$ cat src/include/cxs_pkg.sv
// Purpose: constants for the cpu exception sequencer
// Assumes: 125 MHz system clock
// Notes: vector numbers, mask layout, apb map
package cxs_pkg;
    localparam int unsigned CLK_MHZ = 125;
    // vector numbers
    localparam logic [6:0] VEC_POWER_ON = 7'h00;
    localparam logic [6:0] VEC_MANUAL = 7'h01;
    localparam logic [6:0] VEC_TRACE = 7'h05;
    localparam logic [6:0] VEC_NMI = 7'h07;
    localparam logic [6:0] VEC_TRAP_BASE = 7'h08;
    localparam logic [6:0] VEC_EXT_BASE = 7'h10;
    localparam logic [6:0] VEC_INT_BASE = 7'h18;
    localparam logic [6:0] VEC_INT_LAST = 7'h57;
    localparam int unsigned NUM_EXT = 8;
    localparam int unsigned NUM_INT = 43;
    localparam logic [15:0] MSTOP_RESET = 16'h3fff;
    localparam logic [1:0] MODE_0 = 2'h0;
    localparam logic [1:0] MODE_2 = 2'h2;
    localparam logic [15:0] ADDR_EVEN_MASK = 16'hfffe;
    // apb map (byte offsets)
    localparam logic [7:0] OFS_CTRL = 8'h00;
    localparam logic [7:0] OFS_FLAGS = 8'h04;
    localparam logic [7:0] OFS_MSTOP = 8'h08;
    localparam logic [7:0] OFS_STATUS = 8'h0c;
    localparam logic [7:0] OFS_VECTOR = 8'h10;
    // ctrl fields
    localparam int unsigned CTRL_MODE_LO = 0;
    localparam int unsigned CTRL_ADV = 2;
    // flags fields
    localparam int unsigned FL_T = 0;
    localparam int unsigned FL_I = 1;
    localparam int unsigned FL_UI = 2;
    localparam int unsigned FL_LVL_LO = 4;
    typedef enum logic [2:0]
    {
        CXS_RESET = 3'b011,
        CXS_RUN = 3'b100,
        CXS_STACK = 3'b101,
        CXS_VEC = 3'b111,
        CXS_JUMP = 3'b110
    } cxs_state_t;
endpackage : cxs_pkg

$ cat src/rtl/cxs_sequencer.sv
// Purpose: exception sequencer: reset, trace, interrupt, trap
// Assumes: cpu pipeline gives instruction completion strobes
// Notes: one clock; apb slave for control and state
//
// Decided for this implementation: register access over APB and the register addresses.
`timescale 1ns/1ps
`default_nettype none
//////////////////////////////////////////////////////////////////////////////
// Functional notes
// - reset outranks every other exception, pending or in progress.
// - while reset pin low, halt and initialise cpu and module state.
// - after any reset, interrupt control mode 0 is selected.
// - reset sequence starts when reset pin returns high.
// - nmi pin high at reset means power-on, low means manual.
// - watchdog overflow also resets, with either reset type.
// - manual reset keeps bus controller and port registers.
// - manual reset returns peripheral pins to general ports.
// - reset clears trace flag and sets global mask in both registers.
// - after init, reset vector is fetched and execution starts there.
// - right after reset every interrupt, nmi included, is blocked.
// - on release module stop control loads 3fff.
// - trace works only in mode 2 with trace flag set.
// - trace raises exception after each instruction, ignores masking.
// - trace entry sets global mask, clears trace flag, keeps others.
// - interrupts allowed in trace handler; no trace after return.
// - trap accepted any time in execution, vector from 2-bit number.
// - trap sets global mask; mode 2 also clears trace flag.
// - nine external and 43 internal interrupt sources, own vectors.
// - vector numbering 0,1,5,7,8-11,16-23,24-87; others reserved.
// - vector addresses on low 16 bits, 2 or 4 byte entries.
// - word and longword accesses force address bit 0 low.
// - simultaneous exceptions: reset, trace, interrupt, trap.
// - trap/interrupt push, update masks, clear trace, jump; reset jumps only.
// - no interrupt check after control-op instructions or reset handling.
module cxs_sequencer
(
    // clock and reset
    input wire logic clk,
    input wire logic nrst,
    // pins
    input wire logic reset_pin_low,
    input wire logic nmi_pin,
    input wire logic wdt_overflow,
    input wire logic wdt_type_manual,
    // interrupt requests
    input wire logic [7:0] external_request_lines,
    input wire logic [42:0] internal_requests,
    input wire logic [2:0] internal_level,
    // cpu pipeline
    input wire logic insn_done,
    input wire logic insn_ctrl_op,
    input wire logic insn_rte,
    input wire logic [1:0] rte_flags,
    input wire logic trap_opcode,
    input wire logic [1:0] trap_num,
    input wire logic stack_done,
    input wire logic sp_loaded,
    input wire logic [15:0] cpu_addr,
    // apb
    input wire logic psel,
    input wire logic penable,
    input wire logic pwrite,
    input wire logic [7:0] paddr,
    input wire logic [31:0] pwdata,
    output logic [31:0] prdata,
    output logic pready,
    output logic pslverr,
    // outputs to cpu and modules
    output logic cpu_halt,
    output logic periph_init,
    output logic busport_init,
    output logic pins_to_ports,
    output logic push_req,
    output logic vec_fetch,
    output logic [15:0] vec_addr,
    output logic [15:0] mem_addr,
    output logic [15:0] module_stop_control,
    output logic [1:0] ctrl_mode,
    output logic manual_reset_flag
);
    //////////////////////////////////////////////////////////////////////////
    // pin synchronisers: three flops, change counted when 2nd and 3rd agree
    logic [2:0] rs_sync_reg, nmi_sync_reg;
    logic rs_low_reg, nmi_hi_reg;
    always_ff @(posedge clk or negedge nrst)
    begin
        if (!nrst)
        begin
            rs_sync_reg <= 3'h7;
            // nmi taken as high: nrst is a power-on reset and must not see a false nmi edge
            nmi_sync_reg <= 3'h7;
            rs_low_reg <= 1'b1;
            nmi_hi_reg <= 1'b1;
        end
        else
        begin
            rs_sync_reg <= {rs_sync_reg[1:0], reset_pin_low};
            nmi_sync_reg <= {nmi_sync_reg[1:0], nmi_pin};
            if (rs_sync_reg[2] == rs_sync_reg[1])
                rs_low_reg <= ~rs_sync_reg[1];
            if (nmi_sync_reg[2] == nmi_sync_reg[1])
                nmi_hi_reg <= nmi_sync_reg[1];
        end
    end

    //////////////////////////////////////////////////////////////////////////
    // registered requests
    logic [7:0] ext_reg;
    logic [42:0] int_reg;
    logic nmi_prev_reg, nmi_pend_reg, wdt_reg, wdt_man_reg;
    logic trap_reg;
    logic [1:0] trap_num_reg;
    wire nmi_edge = nmi_hi_reg & ~nmi_prev_reg;
    always_ff @(posedge clk or negedge nrst)
    begin
        if (!nrst)
        begin
            ext_reg <= 8'h00;
            int_reg <= '0;
            wdt_reg <= 1'b0;
            wdt_man_reg <= 1'b0;
            nmi_prev_reg <= 1'b1;
        end
        else
        begin
            ext_reg <= external_request_lines;
            int_reg <= internal_requests;
            wdt_reg <= wdt_overflow;
            wdt_man_reg <= wdt_type_manual;
            nmi_prev_reg <= nmi_hi_reg;
        end
    end

    //////////////////////////////////////////////////////////////////////////
    // control state
    cxs_pkg::cxs_state_t state_reg, state_next;
    logic t_reg, i_reg, ui_reg, adv_reg, blocked_reg, no_check_reg;
    logic [2:0] lvl_reg;
    logic [6:0] vec_num_reg;
    logic kind_trap_reg, kind_trace_reg;
    logic [1:0] mode_sel;
    assign mode_sel = ctrl_mode;

    // apb decode
    wire apb_acc = psel & penable;
    wire apb_wr = apb_acc & pwrite;
    wire hit_ctrl = paddr == cxs_pkg::OFS_CTRL;
    wire hit_flags = paddr == cxs_pkg::OFS_FLAGS;
    wire hit_mstop = paddr == cxs_pkg::OFS_MSTOP;
    wire hit_status = paddr == cxs_pkg::OFS_STATUS;
    wire hit_vector = paddr == cxs_pkg::OFS_VECTOR;
    wire hit_any = hit_ctrl | hit_flags | hit_mstop | hit_status | hit_vector;
    wire [1:0] wr_mode = pwdata[cxs_pkg::CTRL_MODE_LO +: 2];
    wire wr_mode_ok = (wr_mode == cxs_pkg::MODE_0) | (wr_mode == cxs_pkg::MODE_2);

    // requests and arbitration
    wire trace_on = (mode_sel == cxs_pkg::MODE_2) & t_reg;
    wire trace_ev = trace_on & insn_done & ~insn_rte;
    wire ext_masked = (mode_sel == cxs_pkg::MODE_2) ? (lvl_reg == 3'h7) : i_reg;
    wire ext_any = |ext_reg & ~ext_masked;
    wire int_any = |int_reg & ((mode_sel == cxs_pkg::MODE_2) ? (internal_level > lvl_reg) : ~i_reg);
    wire check_ok = insn_done & ~insn_ctrl_op & ~no_check_reg & ~blocked_reg;
    wire irq_ev = check_ok & (nmi_pend_reg | ext_any | int_any);
    wire trap_ev = trap_reg;
    logic [2:0] ext_idx;
    logic [5:0] int_idx;
    always_comb
    begin
        ext_idx = 3'h0;
        int_idx = 6'h00;
        for (int k = cxs_pkg::NUM_EXT - 1; k >= 0; k--)
            if (ext_reg[k])
                ext_idx = 3'(k);
        for (int k = cxs_pkg::NUM_INT - 1; k >= 0; k--)
            if (int_reg[k])
                int_idx = 6'(k);
    end
    // priority select
    wire [6:0] irq_vec = nmi_pend_reg ? cxs_pkg::VEC_NMI :
        ext_any ? cxs_pkg::VEC_EXT_BASE + 7'(ext_idx) : cxs_pkg::VEC_INT_BASE + 7'(int_idx);
    wire [6:0] trap_vec = cxs_pkg::VEC_TRAP_BASE + 7'(trap_num_reg);
    wire [6:0] sel_vec = trace_ev ? cxs_pkg::VEC_TRACE : irq_ev ? irq_vec : trap_vec;
    wire take_exc = (state_reg == cxs_pkg::CXS_RUN) & (trace_ev | irq_ev | trap_ev);
    wire reset_now = rs_low_reg | wdt_reg;
    wire reset_type_manual = wdt_reg ? wdt_man_reg : ~nmi_hi_reg;
    // vector address on low 16 bits
    wire [15:0] vaddr = adv_reg ? {7'h00, vec_num_reg, 2'b00} : {8'h00, vec_num_reg, 1'b0};

    always_comb
    begin
        state_next = state_reg;
        case (state_reg)
            cxs_pkg::CXS_RESET:
                if (!reset_now)
                    state_next = cxs_pkg::CXS_VEC;
            cxs_pkg::CXS_RUN:
                if (take_exc)
                    state_next = cxs_pkg::CXS_STACK;
            cxs_pkg::CXS_STACK:
                if (stack_done)
                    state_next = cxs_pkg::CXS_VEC;
            cxs_pkg::CXS_VEC:
                state_next = cxs_pkg::CXS_JUMP;
            cxs_pkg::CXS_JUMP:
                state_next = cxs_pkg::CXS_RUN;
            default:
                state_next = cxs_pkg::CXS_RESET;
        endcase
        if (reset_now)
            state_next = cxs_pkg::CXS_RESET;
    end

    always_ff @(posedge clk or negedge nrst)
    begin
        if (!nrst)
            state_reg <= cxs_pkg::CXS_RESET;
        else
            state_reg <= state_next;
    end

    // flag and mode registers
    always_ff @(posedge clk or negedge nrst)
    begin
        if (!nrst)
        begin
            t_reg <= 1'b0;
            i_reg <= 1'b1;
            ui_reg <= 1'b0;
            lvl_reg <= 3'h7;
            ctrl_mode <= cxs_pkg::MODE_0;
            adv_reg <= 1'b0;
            blocked_reg <= 1'b1;
            no_check_reg <= 1'b1;
            vec_num_reg <= cxs_pkg::VEC_POWER_ON;
            kind_trap_reg <= 1'b0;
            kind_trace_reg <= 1'b0;
            manual_reset_flag <= 1'b0;
            nmi_pend_reg <= 1'b0;
            trap_reg <= 1'b0;
            trap_num_reg <= 2'h0;
        end
        else if (reset_now)
        begin
            t_reg <= 1'b0;
            i_reg <= 1'b1;
            lvl_reg <= 3'h7;
            ctrl_mode <= cxs_pkg::MODE_0;
            blocked_reg <= 1'b1;
            no_check_reg <= 1'b1;
            nmi_pend_reg <= 1'b0;
            trap_reg <= 1'b0;
            manual_reset_flag <= reset_type_manual;
            vec_num_reg <= reset_type_manual ? cxs_pkg::VEC_MANUAL : cxs_pkg::VEC_POWER_ON;
        end
        else
        begin
            // nmi pending: edge sets, acceptance clears; set wins
            if (nmi_edge)
                nmi_pend_reg <= 1'b1;
            else if (take_exc & ~trace_ev & irq_ev & nmi_pend_reg)
                nmi_pend_reg <= 1'b0;
            if (trap_opcode & (state_reg == cxs_pkg::CXS_RUN))
            begin
                trap_reg <= 1'b1;
                trap_num_reg <= trap_num;
            end
            else if (take_exc & ~trace_ev & ~irq_ev)
                trap_reg <= 1'b0;
            if (sp_loaded)
                blocked_reg <= 1'b0;
            if (insn_done)
                no_check_reg <= 1'b0;
            if (take_exc)
            begin
                vec_num_reg <= sel_vec;
                kind_trace_reg <= trace_ev;
                kind_trap_reg <= ~trace_ev & ~irq_ev;
                i_reg <= 1'b1;
                if (mode_sel == cxs_pkg::MODE_2)
                    t_reg <= 1'b0;
            end
            else if (insn_rte)
            begin
                t_reg <= rte_flags[0];
                i_reg <= rte_flags[1];
            end
            else if (apb_wr & hit_flags)
            begin
                t_reg <= pwdata[cxs_pkg::FL_T];
                i_reg <= pwdata[cxs_pkg::FL_I];
                ui_reg <= pwdata[cxs_pkg::FL_UI];
                lvl_reg <= pwdata[cxs_pkg::FL_LVL_LO +: 3];
            end
            if (apb_wr & hit_ctrl)
            begin
                if (wr_mode_ok)
                    ctrl_mode <= wr_mode;
                adv_reg <= pwdata[cxs_pkg::CTRL_ADV];
            end
        end
    end

    // module stop, loaded on release, software writable afterwards
    logic reset_prev_reg;
    always_ff @(posedge clk or negedge nrst)
    begin
        if (!nrst)
        begin
            module_stop_control <= cxs_pkg::MSTOP_RESET;
            reset_prev_reg <= 1'b1;
        end
        else
        begin
            reset_prev_reg <= reset_now;
            if (reset_prev_reg & ~reset_now)
                module_stop_control <= cxs_pkg::MSTOP_RESET;
            else if (apb_wr & hit_mstop)
                module_stop_control <= pwdata[15:0];
        end
    end

    //////////////////////////////////////////////////////////////////////////
    // registered outputs
    wire in_reset = state_next == cxs_pkg::CXS_RESET;
    always_ff @(posedge clk or negedge nrst)
    begin
        if (!nrst)
        begin
            cpu_halt <= 1'b1;
            periph_init <= 1'b1;
            busport_init <= 1'b1;
            pins_to_ports <= 1'b1;
            push_req <= 1'b0;
            vec_fetch <= 1'b0;
            vec_addr <= 16'h0000;
            mem_addr <= 16'h0000;
            prdata <= 32'h0000_0000;
            pready <= 1'b0;
            pslverr <= 1'b0;
        end
        else
        begin
            cpu_halt <= in_reset;
            periph_init <= in_reset;
            busport_init <= in_reset & ~reset_type_manual;
            pins_to_ports <= in_reset;
            push_req <= state_next == cxs_pkg::CXS_STACK;
            vec_fetch <= (state_reg == cxs_pkg::CXS_VEC) & ~in_reset;
            vec_addr <= vaddr;
            mem_addr <= cpu_addr & cxs_pkg::ADDR_EVEN_MASK;
            pready <= psel & ~penable;
            pslverr <= psel & ~penable & ~hit_any;
            prdata <= 32'h0000_0000;
            if (psel & ~penable & ~pwrite)
            begin
                if (hit_ctrl)
                    prdata <= {29'h0, adv_reg, ctrl_mode};
                else if (hit_flags)
                    prdata <= {25'h0, lvl_reg, 1'b0, ui_reg, i_reg, t_reg};
                else if (hit_mstop)
                    prdata <= {16'h0000, module_stop_control};
                else if (hit_status)
                    prdata <= {24'h0, kind_trap_reg, kind_trace_reg, manual_reset_flag,
                               blocked_reg, trace_on, state_reg};
                else if (hit_vector)
                    prdata <= {9'h000, vec_num_reg, vaddr};
            end
        end
    end
endmodule : cxs_sequencer
`default_nettype wire

$ cat config.mk
export PLATFORM = sky130hd
export DESIGN_NAME = cxs_sequencer
export DESIGN_NICKNAME = d
export VERILOG_FILES = /design/src/include/cxs_pkg.sv /design/src/rtl/cxs_sequencer.sv
export SDC_FILE = /design/constraint.sdc
export NUM_CORES = 1
export LEC_CHECK = 0
export ABC_CLOCK_PERIOD_IN_PS = 2200
export BUFFER_PORTS_ARGS = -buffer_cell sky130_fd_sc_hd__clkbuf_2
export CORE_ASPECT_RATIO = 1.25
export CORE_MARGIN = 3
export CORE_UTILIZATION = 45
export DETAILED_ROUTE_END_ITERATION = 8
export HOLD_SLACK_MARGIN = 0.08
export PLACE_DENSITY_LB_ADDON = 0.3
export SLEW_MARGIN = 20
export SYNTH_ARGS = -nofsm -noshare
export SYNTH_HDL_FRONTEND = slang
export SYNTH_SLANG_ARGS = --single-unit
$ cat constraint.sdc
create_clock -name clk -period 2.2 [get_ports clk]
set_input_delay 0.66 -clock clk [delete_from_list [all_inputs] [get_ports clk]]
set_output_delay 0.66 -clock clk [all_outputs]
set_load 0.01 [all_outputs]
* Yosys cells after proc, flatten, opt, wreduce, memory -nomap -nowiden
Cells that the tools add are included.
** Word-level totals
- Flip-flop bits (word level) :: 169
** Cells by class
- Add/sub/neg operators :: 3
- Order comparisons :: 1
- Equality and inequality tests :: 19
- Muxes and demuxes :: 100
- Bitwise logic cells :: 56
- Reduce and logical (&&, ||, !) cells :: 21
** Operators by type and width (number)
- two-way mux 6 bit :: 43
- two-way mux 23 bit :: 6
- two-way mux 3 bit :: 15
- OR reduction 43 bit :: 1
- two-way mux 7 bit :: 6
- two-way mux 16 bit :: 2
- AND 1 bit :: 28
- two-way mux 1 bit :: 23
- equality test 3 bit (second input constant) :: 6
- NOT 1 bit :: 18
- equality test 8 x 4 -> 1 bit (second input constant) :: 2
- case mux 3 bit (5 select lines) :: 1
- nonzero test 2 bit :: 7
- bitwise OR 1 bit :: 10
- AND reduction 2 bit :: 5
- two-way mux 9 bit :: 1
- equality test 8 x 3 -> 1 bit (second input constant) :: 1
- equality test 8 x 5 -> 1 bit (second input constant) :: 1
- zero test 8 bit :: 1
- OR reduction 8 bit :: 1
- adder 5 x 6 -> 7 bit (first input constant) :: 1
- adder 5 x 3 -> 6 bit (first input constant) :: 1
- equality test 3 x 2 -> 1 bit (second input constant) :: 2
- two-way mux 2 bit :: 3
- 11 further kinds :: 15

* Logic depth before layout (Yosys ltp)
- Depth after elaboration :: 50
- Gate-level depth with buffers :: 9
- Mapped depth without buffers :: 9

* Least setup slack after synthesis
Ideal clock, no wire load.
- Kind :: input-to-reg
- Start :: input port internal_level[2]
- End :: register ui_reg
- Setup time :: 0.122 ns
- Arrival :: 2.298 ns
- Data required time :: 2.078 ns
- Path slack :: -0.220 ns
- Stages on the path :: 8
- Buffers on the path :: 0
- Path through :: ha_1 nand3b_1 a32o_1 a211oi_1 a2bb2oi_4 a31oi_4 nor2_2 a32o_1
** On the way
- Longest elaborated chain between the ends :: 10
** RTL lines
- start: declaration :: line cxs_sequencer.sv:48 : input wire logic [2:0] internal_level,
- greater-than comparator 3 bit :: line cxs_sequencer.sv:161 : wire int_any = |int_reg & ((mode_sel == cxs_pkg::MODE_2) ? (internal_level > lvl_reg) : ~i_reg);
- two-way mux 1 bit :: line cxs_sequencer.sv:161
- AND 1 bit :: line cxs_sequencer.sv:161
- bitwise OR 1 bit :: line cxs_sequencer.sv:163 : wire irq_ev = check_ok & (nmi_pend_reg | ext_any | int_any);
- AND 1 bit :: line cxs_sequencer.sv:163
- bitwise OR 1 bit (2 in a row) :: line cxs_sequencer.sv:183 : wire take_exc = (state_reg == cxs_pkg::CXS_RUN) & (trace_ev | irq_ev | trap_ev);
- AND 1 bit :: line cxs_sequencer.sv:183
- NOT 1 bit (no source line)
- AND reduction 4 bit (no source line)
- end signal: assignment :: line cxs_sequencer.sv:291 : ui_reg <= pwdata[cxs_pkg::FL_UI];
- end: declaration :: line cxs_sequencer.sv:137 : logic t_reg, i_reg, ui_reg, adv_reg, blocked_reg, no_check_reg;
No other way between the ends.
A chain may end at the register's enable or synchronous reset.

* Worst setup path after layout
- Start :: register int_reg[3]
- End :: register vec_num_reg[2]
** On the way
- Longest elaborated chain between the ends :: 11
- Elaborated cells on any way between the ends :: 19
** RTL lines
- start: declaration :: line cxs_sequencer.sv:109 : logic [42:0] int_reg;
- start signal: assignment :: line cxs_sequencer.sv:127 : int_reg <= internal_requests;
- two-way mux 6 bit (4 in a row) :: line cxs_sequencer.sv:175 : if (int_reg[k])
- adder 5 x 6 -> 7 bit :: line cxs_sequencer.sv:180 : ext_any ? cxs_pkg::VEC_EXT_BASE + 7'(ext_idx) : cxs_pkg::VEC_INT_BASE + 7'(int_idx);
- two-way mux 7 bit :: line cxs_sequencer.sv:180
- two-way mux 7 bit :: line cxs_sequencer.sv:179 : wire [6:0] irq_vec = nmi_pend_reg ? cxs_pkg::VEC_NMI :
- two-way mux 7 bit (2 in a row) :: line cxs_sequencer.sv:182 : wire [6:0] sel_vec = trace_ev ? cxs_pkg::VEC_TRACE : irq_ev ? irq_vec : trap_vec;
- two-way mux 7 bit :: line cxs_sequencer.sv:273 : if (take_exc)
- two-way mux 7 bit :: line cxs_sequencer.sv:242 : else if (reset_now)
- end signal: assignment :: line cxs_sequencer.sv:234 : vec_num_reg <= cxs_pkg::VEC_POWER_ON;
- end signal: assignment :: line cxs_sequencer.sv:253 : vec_num_reg <= reset_type_manual ? cxs_pkg::VEC_MANUAL : cxs_pkg::VEC_POWER_ON;
- end signal: assignment :: line cxs_sequencer.sv:275 : vec_num_reg <= sel_vec;
- end: declaration :: line cxs_sequencer.sv:139 : logic [6:0] vec_num_reg;
Parallel ways exist; a longest one is shown, timed or not. The select of a mux whose other input is x is not followed.

==> results.md <==
- The run finished, with violations left.
- The checks that failed: setup timing.
- The path class of the tightest hold or removal check is input port to async pin.
- The final routed wire length divided by cell count is 16.3 um.
- Using the TritonRoute via totals, the vias-per-cell ratio works out to 5.28.
- For the final routed database, the setup TNS stands at -1.60 ns.
- The final wirelength is 16400 um.
- The floorplan has 48 rows.
- The smallest clock period supported by the final layout is computed as 2.37 ns.
- In the post-route analysis, the smallest setup slack over all paths is -0.166 ns.
- At the end of routability-driven placement, the weighted congestion stood at 0.829.
- The share of the synthesized area in the top cell type is 48.8%.
- The clock skew after layout is 0.00928 ns.
- The endpoint of the worst register-to-register path is vec_num_reg[2]$_DFFE_PN0P_.
- Ranked by total cell area, the synthesized netlist is headed by sky130_fd_sc_hd__dfrtp_1 49%, sky130_fd_sc_hd__dfstp_2 14%, sky130_fd_sc_hd__nand2_1 3.4%.
- The share of total power dissipated in the clock network is 45.1%.
- The final instance area is 8760 um^2.
- The synthesized netlist contains 61 unique library cells.
- The register with the most flip-flops in the layout has 43 of them.
- The initial cell density of the core is 46.2%.
- Cell internal power was estimated by the tool at 5.08 mW.
- The startpoint type of the worst setup path is a flop.
- The number of nets in the finished design is 952.
- The residual DRC count is 0.
- The cell that appears most often on the critical path is sky130_fd_sc_hd__buf_4.
- Setup repair after global routing could not meet its margin everywhere.
- Global routing finished with a remaining overflow of 0.
- Counting every instance in the synthesized netlist gives 556.
- The first detailed-routing pass took 6 iterations.
- The max-slew violation total from the final report came to 0.
- The die outline area is 15700 um^2.
- For the worst flop-to-flop path, the logic depth is 9.
- The maximum number of buffers from clock root to sink is 2.
- The floorplan step set the die width to 113 um.
- The clock root buffer is sky130_fd_sc_hd__clkbuf_16.
- The actual transition at the worst max-transition pin is 0.707 ns.
- The first global-routing pass estimated 26600 um of wire.
- The depth of the CTS H-tree is 4.
- Counting flops with a built-in enable in the synthesized netlist gives 0.
- The cell with the largest stage delay on the worst path is sky130_fd_sc_hd__or4_4.
- The total track usage is 21.4%.
- Across the run, the number of max-cap violations was 0.
- TritonCTS built the clock tree.
- The startpoint of the worst register-to-register path is int_reg[3]$_DFF_PN0_.
- The region available for standard cell placement spans 13900 um^2.
- The count of clock tree sinks is 159.
- The reg2reg setup slack is -0.17 ns.
- The largest total area in the synthesized netlist belongs to sky130_fd_sc_hd__dfrtp_1.
- The total power divided by cell area is 743 nW/um^2.
- Net switching is 22.0% of the power.
- The number of design-rule violations left by the first detailed-router iteration is 265.
- The power spent charging and discharging nets is 1.43 mW.
- The normalized max-slew margin is 52.7%.
- For this run, the number of Yosys warnings is 0.
- The data required time of the worst path is 2.48 ns.
- Yosys instantiated no cell more often than sky130_fd_sc_hd__dfrtp_1.
- The clock latency at the later pin of the worst-skew pair is 0.42 ns.
- In this run the worst path has a maximum fanout of 4.
- After clock tree synthesis, the clock-pin slew on the worst setup and hold paths is 0.06 ns.
- The pin count of the biggest net entering global routing is 46.
- The longest individual stage delay on the worst path is 0.57 ns.
- Dividing the final minimum period by the clock period gives 108%.
- The critical path contains buffers and inverters numbering 2 combined.
- The count of input and output buffers is 184.
- The highest clock frequency the design can meet is 0.423 GHz.
- The average instance in the mapped netlist occupies 11.5 um^2.
- The critical path goes through or4_4, nor4_4, nand3b_4, buf_4, a2bb2oi_2, buf_4, nor3_1, o31ai_1, a31oi_1.
- The number of clock buffers added by TritonCTS is 17.
- After detailed placement, the total cell area comes to 8050 um^2.
- The number of fill cells in the layout is 1116.
- The post-synthesis sequential area ratio is 62.7%.
- Counting flops and latches in the post-synthesis netlist gives 159.
- The fraction of power consumed by combinational cells is 7.1%.
- The nature of the critical path endpoint is a flop.
- The boundary pin count is 220.
- The arrival time at the worst endpoint is 2.65 ns.
- The repair_antennas step left the layout with diodes totalling 0.
- The total half-perimeter wirelength after legalization and detailed placement is 12700 um.
- The layout overhead on the synthesized area is 36.6%.
- For this run, asynchronously set or reset flops after synthesis account for 100%.
- The standby leakage power is 4.29 nW.
- The top cell family by delay on the critical path is simple AND/OR/NAND/NOR gates.
- Of the total power, registers draw 47.8%.
- The initial antenna violation count is 0.
- The number of nets with antenna violations after detailed routing is 0.
- Cells with a size suffix above 1 make up 44.2% of the layout.
- The critical setup path kind is flop to flop.
- The detailed router placed 5312 vias in this run.
- The summed instance area of the synthesized netlist is 6410 um^2.
- The via count of the first global-routing pass was 5464.
- The peak ir drop on the vdd network is 0.589 mV.
- Setup violations remaining at the end of the flow were counted as 17.
- After synthesis, the most frequently instantiated cells are 125 x sky130_fd_sc_hd__dfrtp_1, 58 x sky130_fd_sc_hd__nand2_1, 34 x sky130_fd_sc_hd__dfstp_2, 34 x sky130_fd_sc_hd__nor2_1.
- The number of hold-slack violations in the final timing report is 0.
- The height of the die is 139 um.
- The most used flip-flop cell after synthesis is sky130_fd_sc_hd__dfrtp_1.
==> per-layer routing <==
metal / share of wire [%] / up-vias / GRT usage, %
met1: 38 / 2530 / 24.2
met3: 7.8 / 42 / 6.26
li1: - / 2469 / -
met5: 0 / - / 0
met2: 51 / 271 / 37.2
met4: 3.2 / 0 / 9.56
==> placed cells by master, fill, tap and decap left out, drive strengths merged, types with 6 or more instances in the layout <==
| cell type | n |
|---|---|
| inv | 21 |
| nand2 | 58 |
| a31oi | 7 |
| nor4 | 16 |
| clkinv | 6 |
| clkbuf | 203 |
| buf | 76 |
| dfrtp | 125 |
| nor2 | 37 |
| o21ai | 17 |
| nor3 | 23 |
| a21oi | 31 |
| nand3 | 31 |
| and2 | 10 |
| dfstp | 34 |
| conb | 18 |
| nor2b | 7 |
| nand2b | 8 |
| and3 | 12 |
| or4 | 7 |
| mux2 | 11 |
==> area by class of cell <==
class | count | area [um^2] | share of cell area, %
Tap cell | 175 | 219 | 2.50
Timing Repair Buffer | 259 | 1540 | 17.6
Sequential cell | 159 | 4020 | 45.9
Inverter | 21 | 81.3 | 0.928
Clock buffer | 20 | 457 | 5.21
Clock inverter | 12 | 141 | 1.61
Multi-Input combinational cell | 361 | 2300 | 26.3
==> logic make-up after synthesis <==
family / Yosys count / synth area share [%]
mux: 16 / 2.71
fa+ha+maj: 5 / 0.936
flops: 159 / 62.7
simple gates: 225 / 18.4
buf+inv: 54 / 4.33
xor+xnor: 1 / 0.137
other cells: 1 / 0.0585
compound gates: 95 / 10.7
==> power groups by stage <==
stage          clock network (mW)  logic, mW  registers [mW]
3_5_place_dp                    0      0.458            3.16
4_1_cts                      3.02      0.465            3.11
2_1_floorplan                   0      0.166            3.16
5_1_grt                      3.14      0.516            3.12
3_3_place_gp                    0      0.445            3.15
6_report                     2.94      0.463            3.11
==> worst max-delay path by stage <==
stage                                start  cells past startpoint  slack (ns)                          to
global placement         internal_level[2]                      9       -0.24          ui_reg$_DFFE_PN0P_
finish                int_reg[3]$_DFF_PN0_                      9       -0.17  vec_num_reg[2]$_DFFE_PN0P_
CTS                   int_reg[0]$_DFF_PN0_                      7       -0.14          push_req$_DFF_PN0_
global route        lvl_reg[2]$_DFFE_PN1P_                      8       -0.22  vec_num_reg[6]$_DFFE_PN0P_
detailed placement       internal_level[2]                      9       -0.28  vec_num_reg[0]$_DFFE_PN0P_
floorplan                         paddr[6]                      7       -0.07           t_reg$_DFFE_PN0P_
==> metrics by stage <==
stage | utilization [%] | hold WS [ns] | std cells | power, mW | worst slack [ns]
2_1_floorplan | - | 0.345 | 573 | 3.33 | -0.0706
3_3_place_gp | 58.0 | 0.347 | 967 | 3.60 | -0.241
3_5_place_dp | 58.0 | 0.348 | 967 | 3.62 | -0.276
4_1_cts | 62.7 | 0.154 | 1003 | 6.59 | -0.144
5_1_grt | 63.2 | 0.171 | 1007 | 6.78 | -0.223
6_report | 63.2 | 0.168 | 1007 | 6.51 | -0.166
==> repair_timing <==
action,CTS,global route
setup endpoints to repair,17,18
hold buffers,0,0
pin swaps,3,10
endpoints found under the hold margin,0,0
buffers inserted,3,4
resized for setup,5,8
gates cloned,1,0
Power figures use the tool's default switching activity.
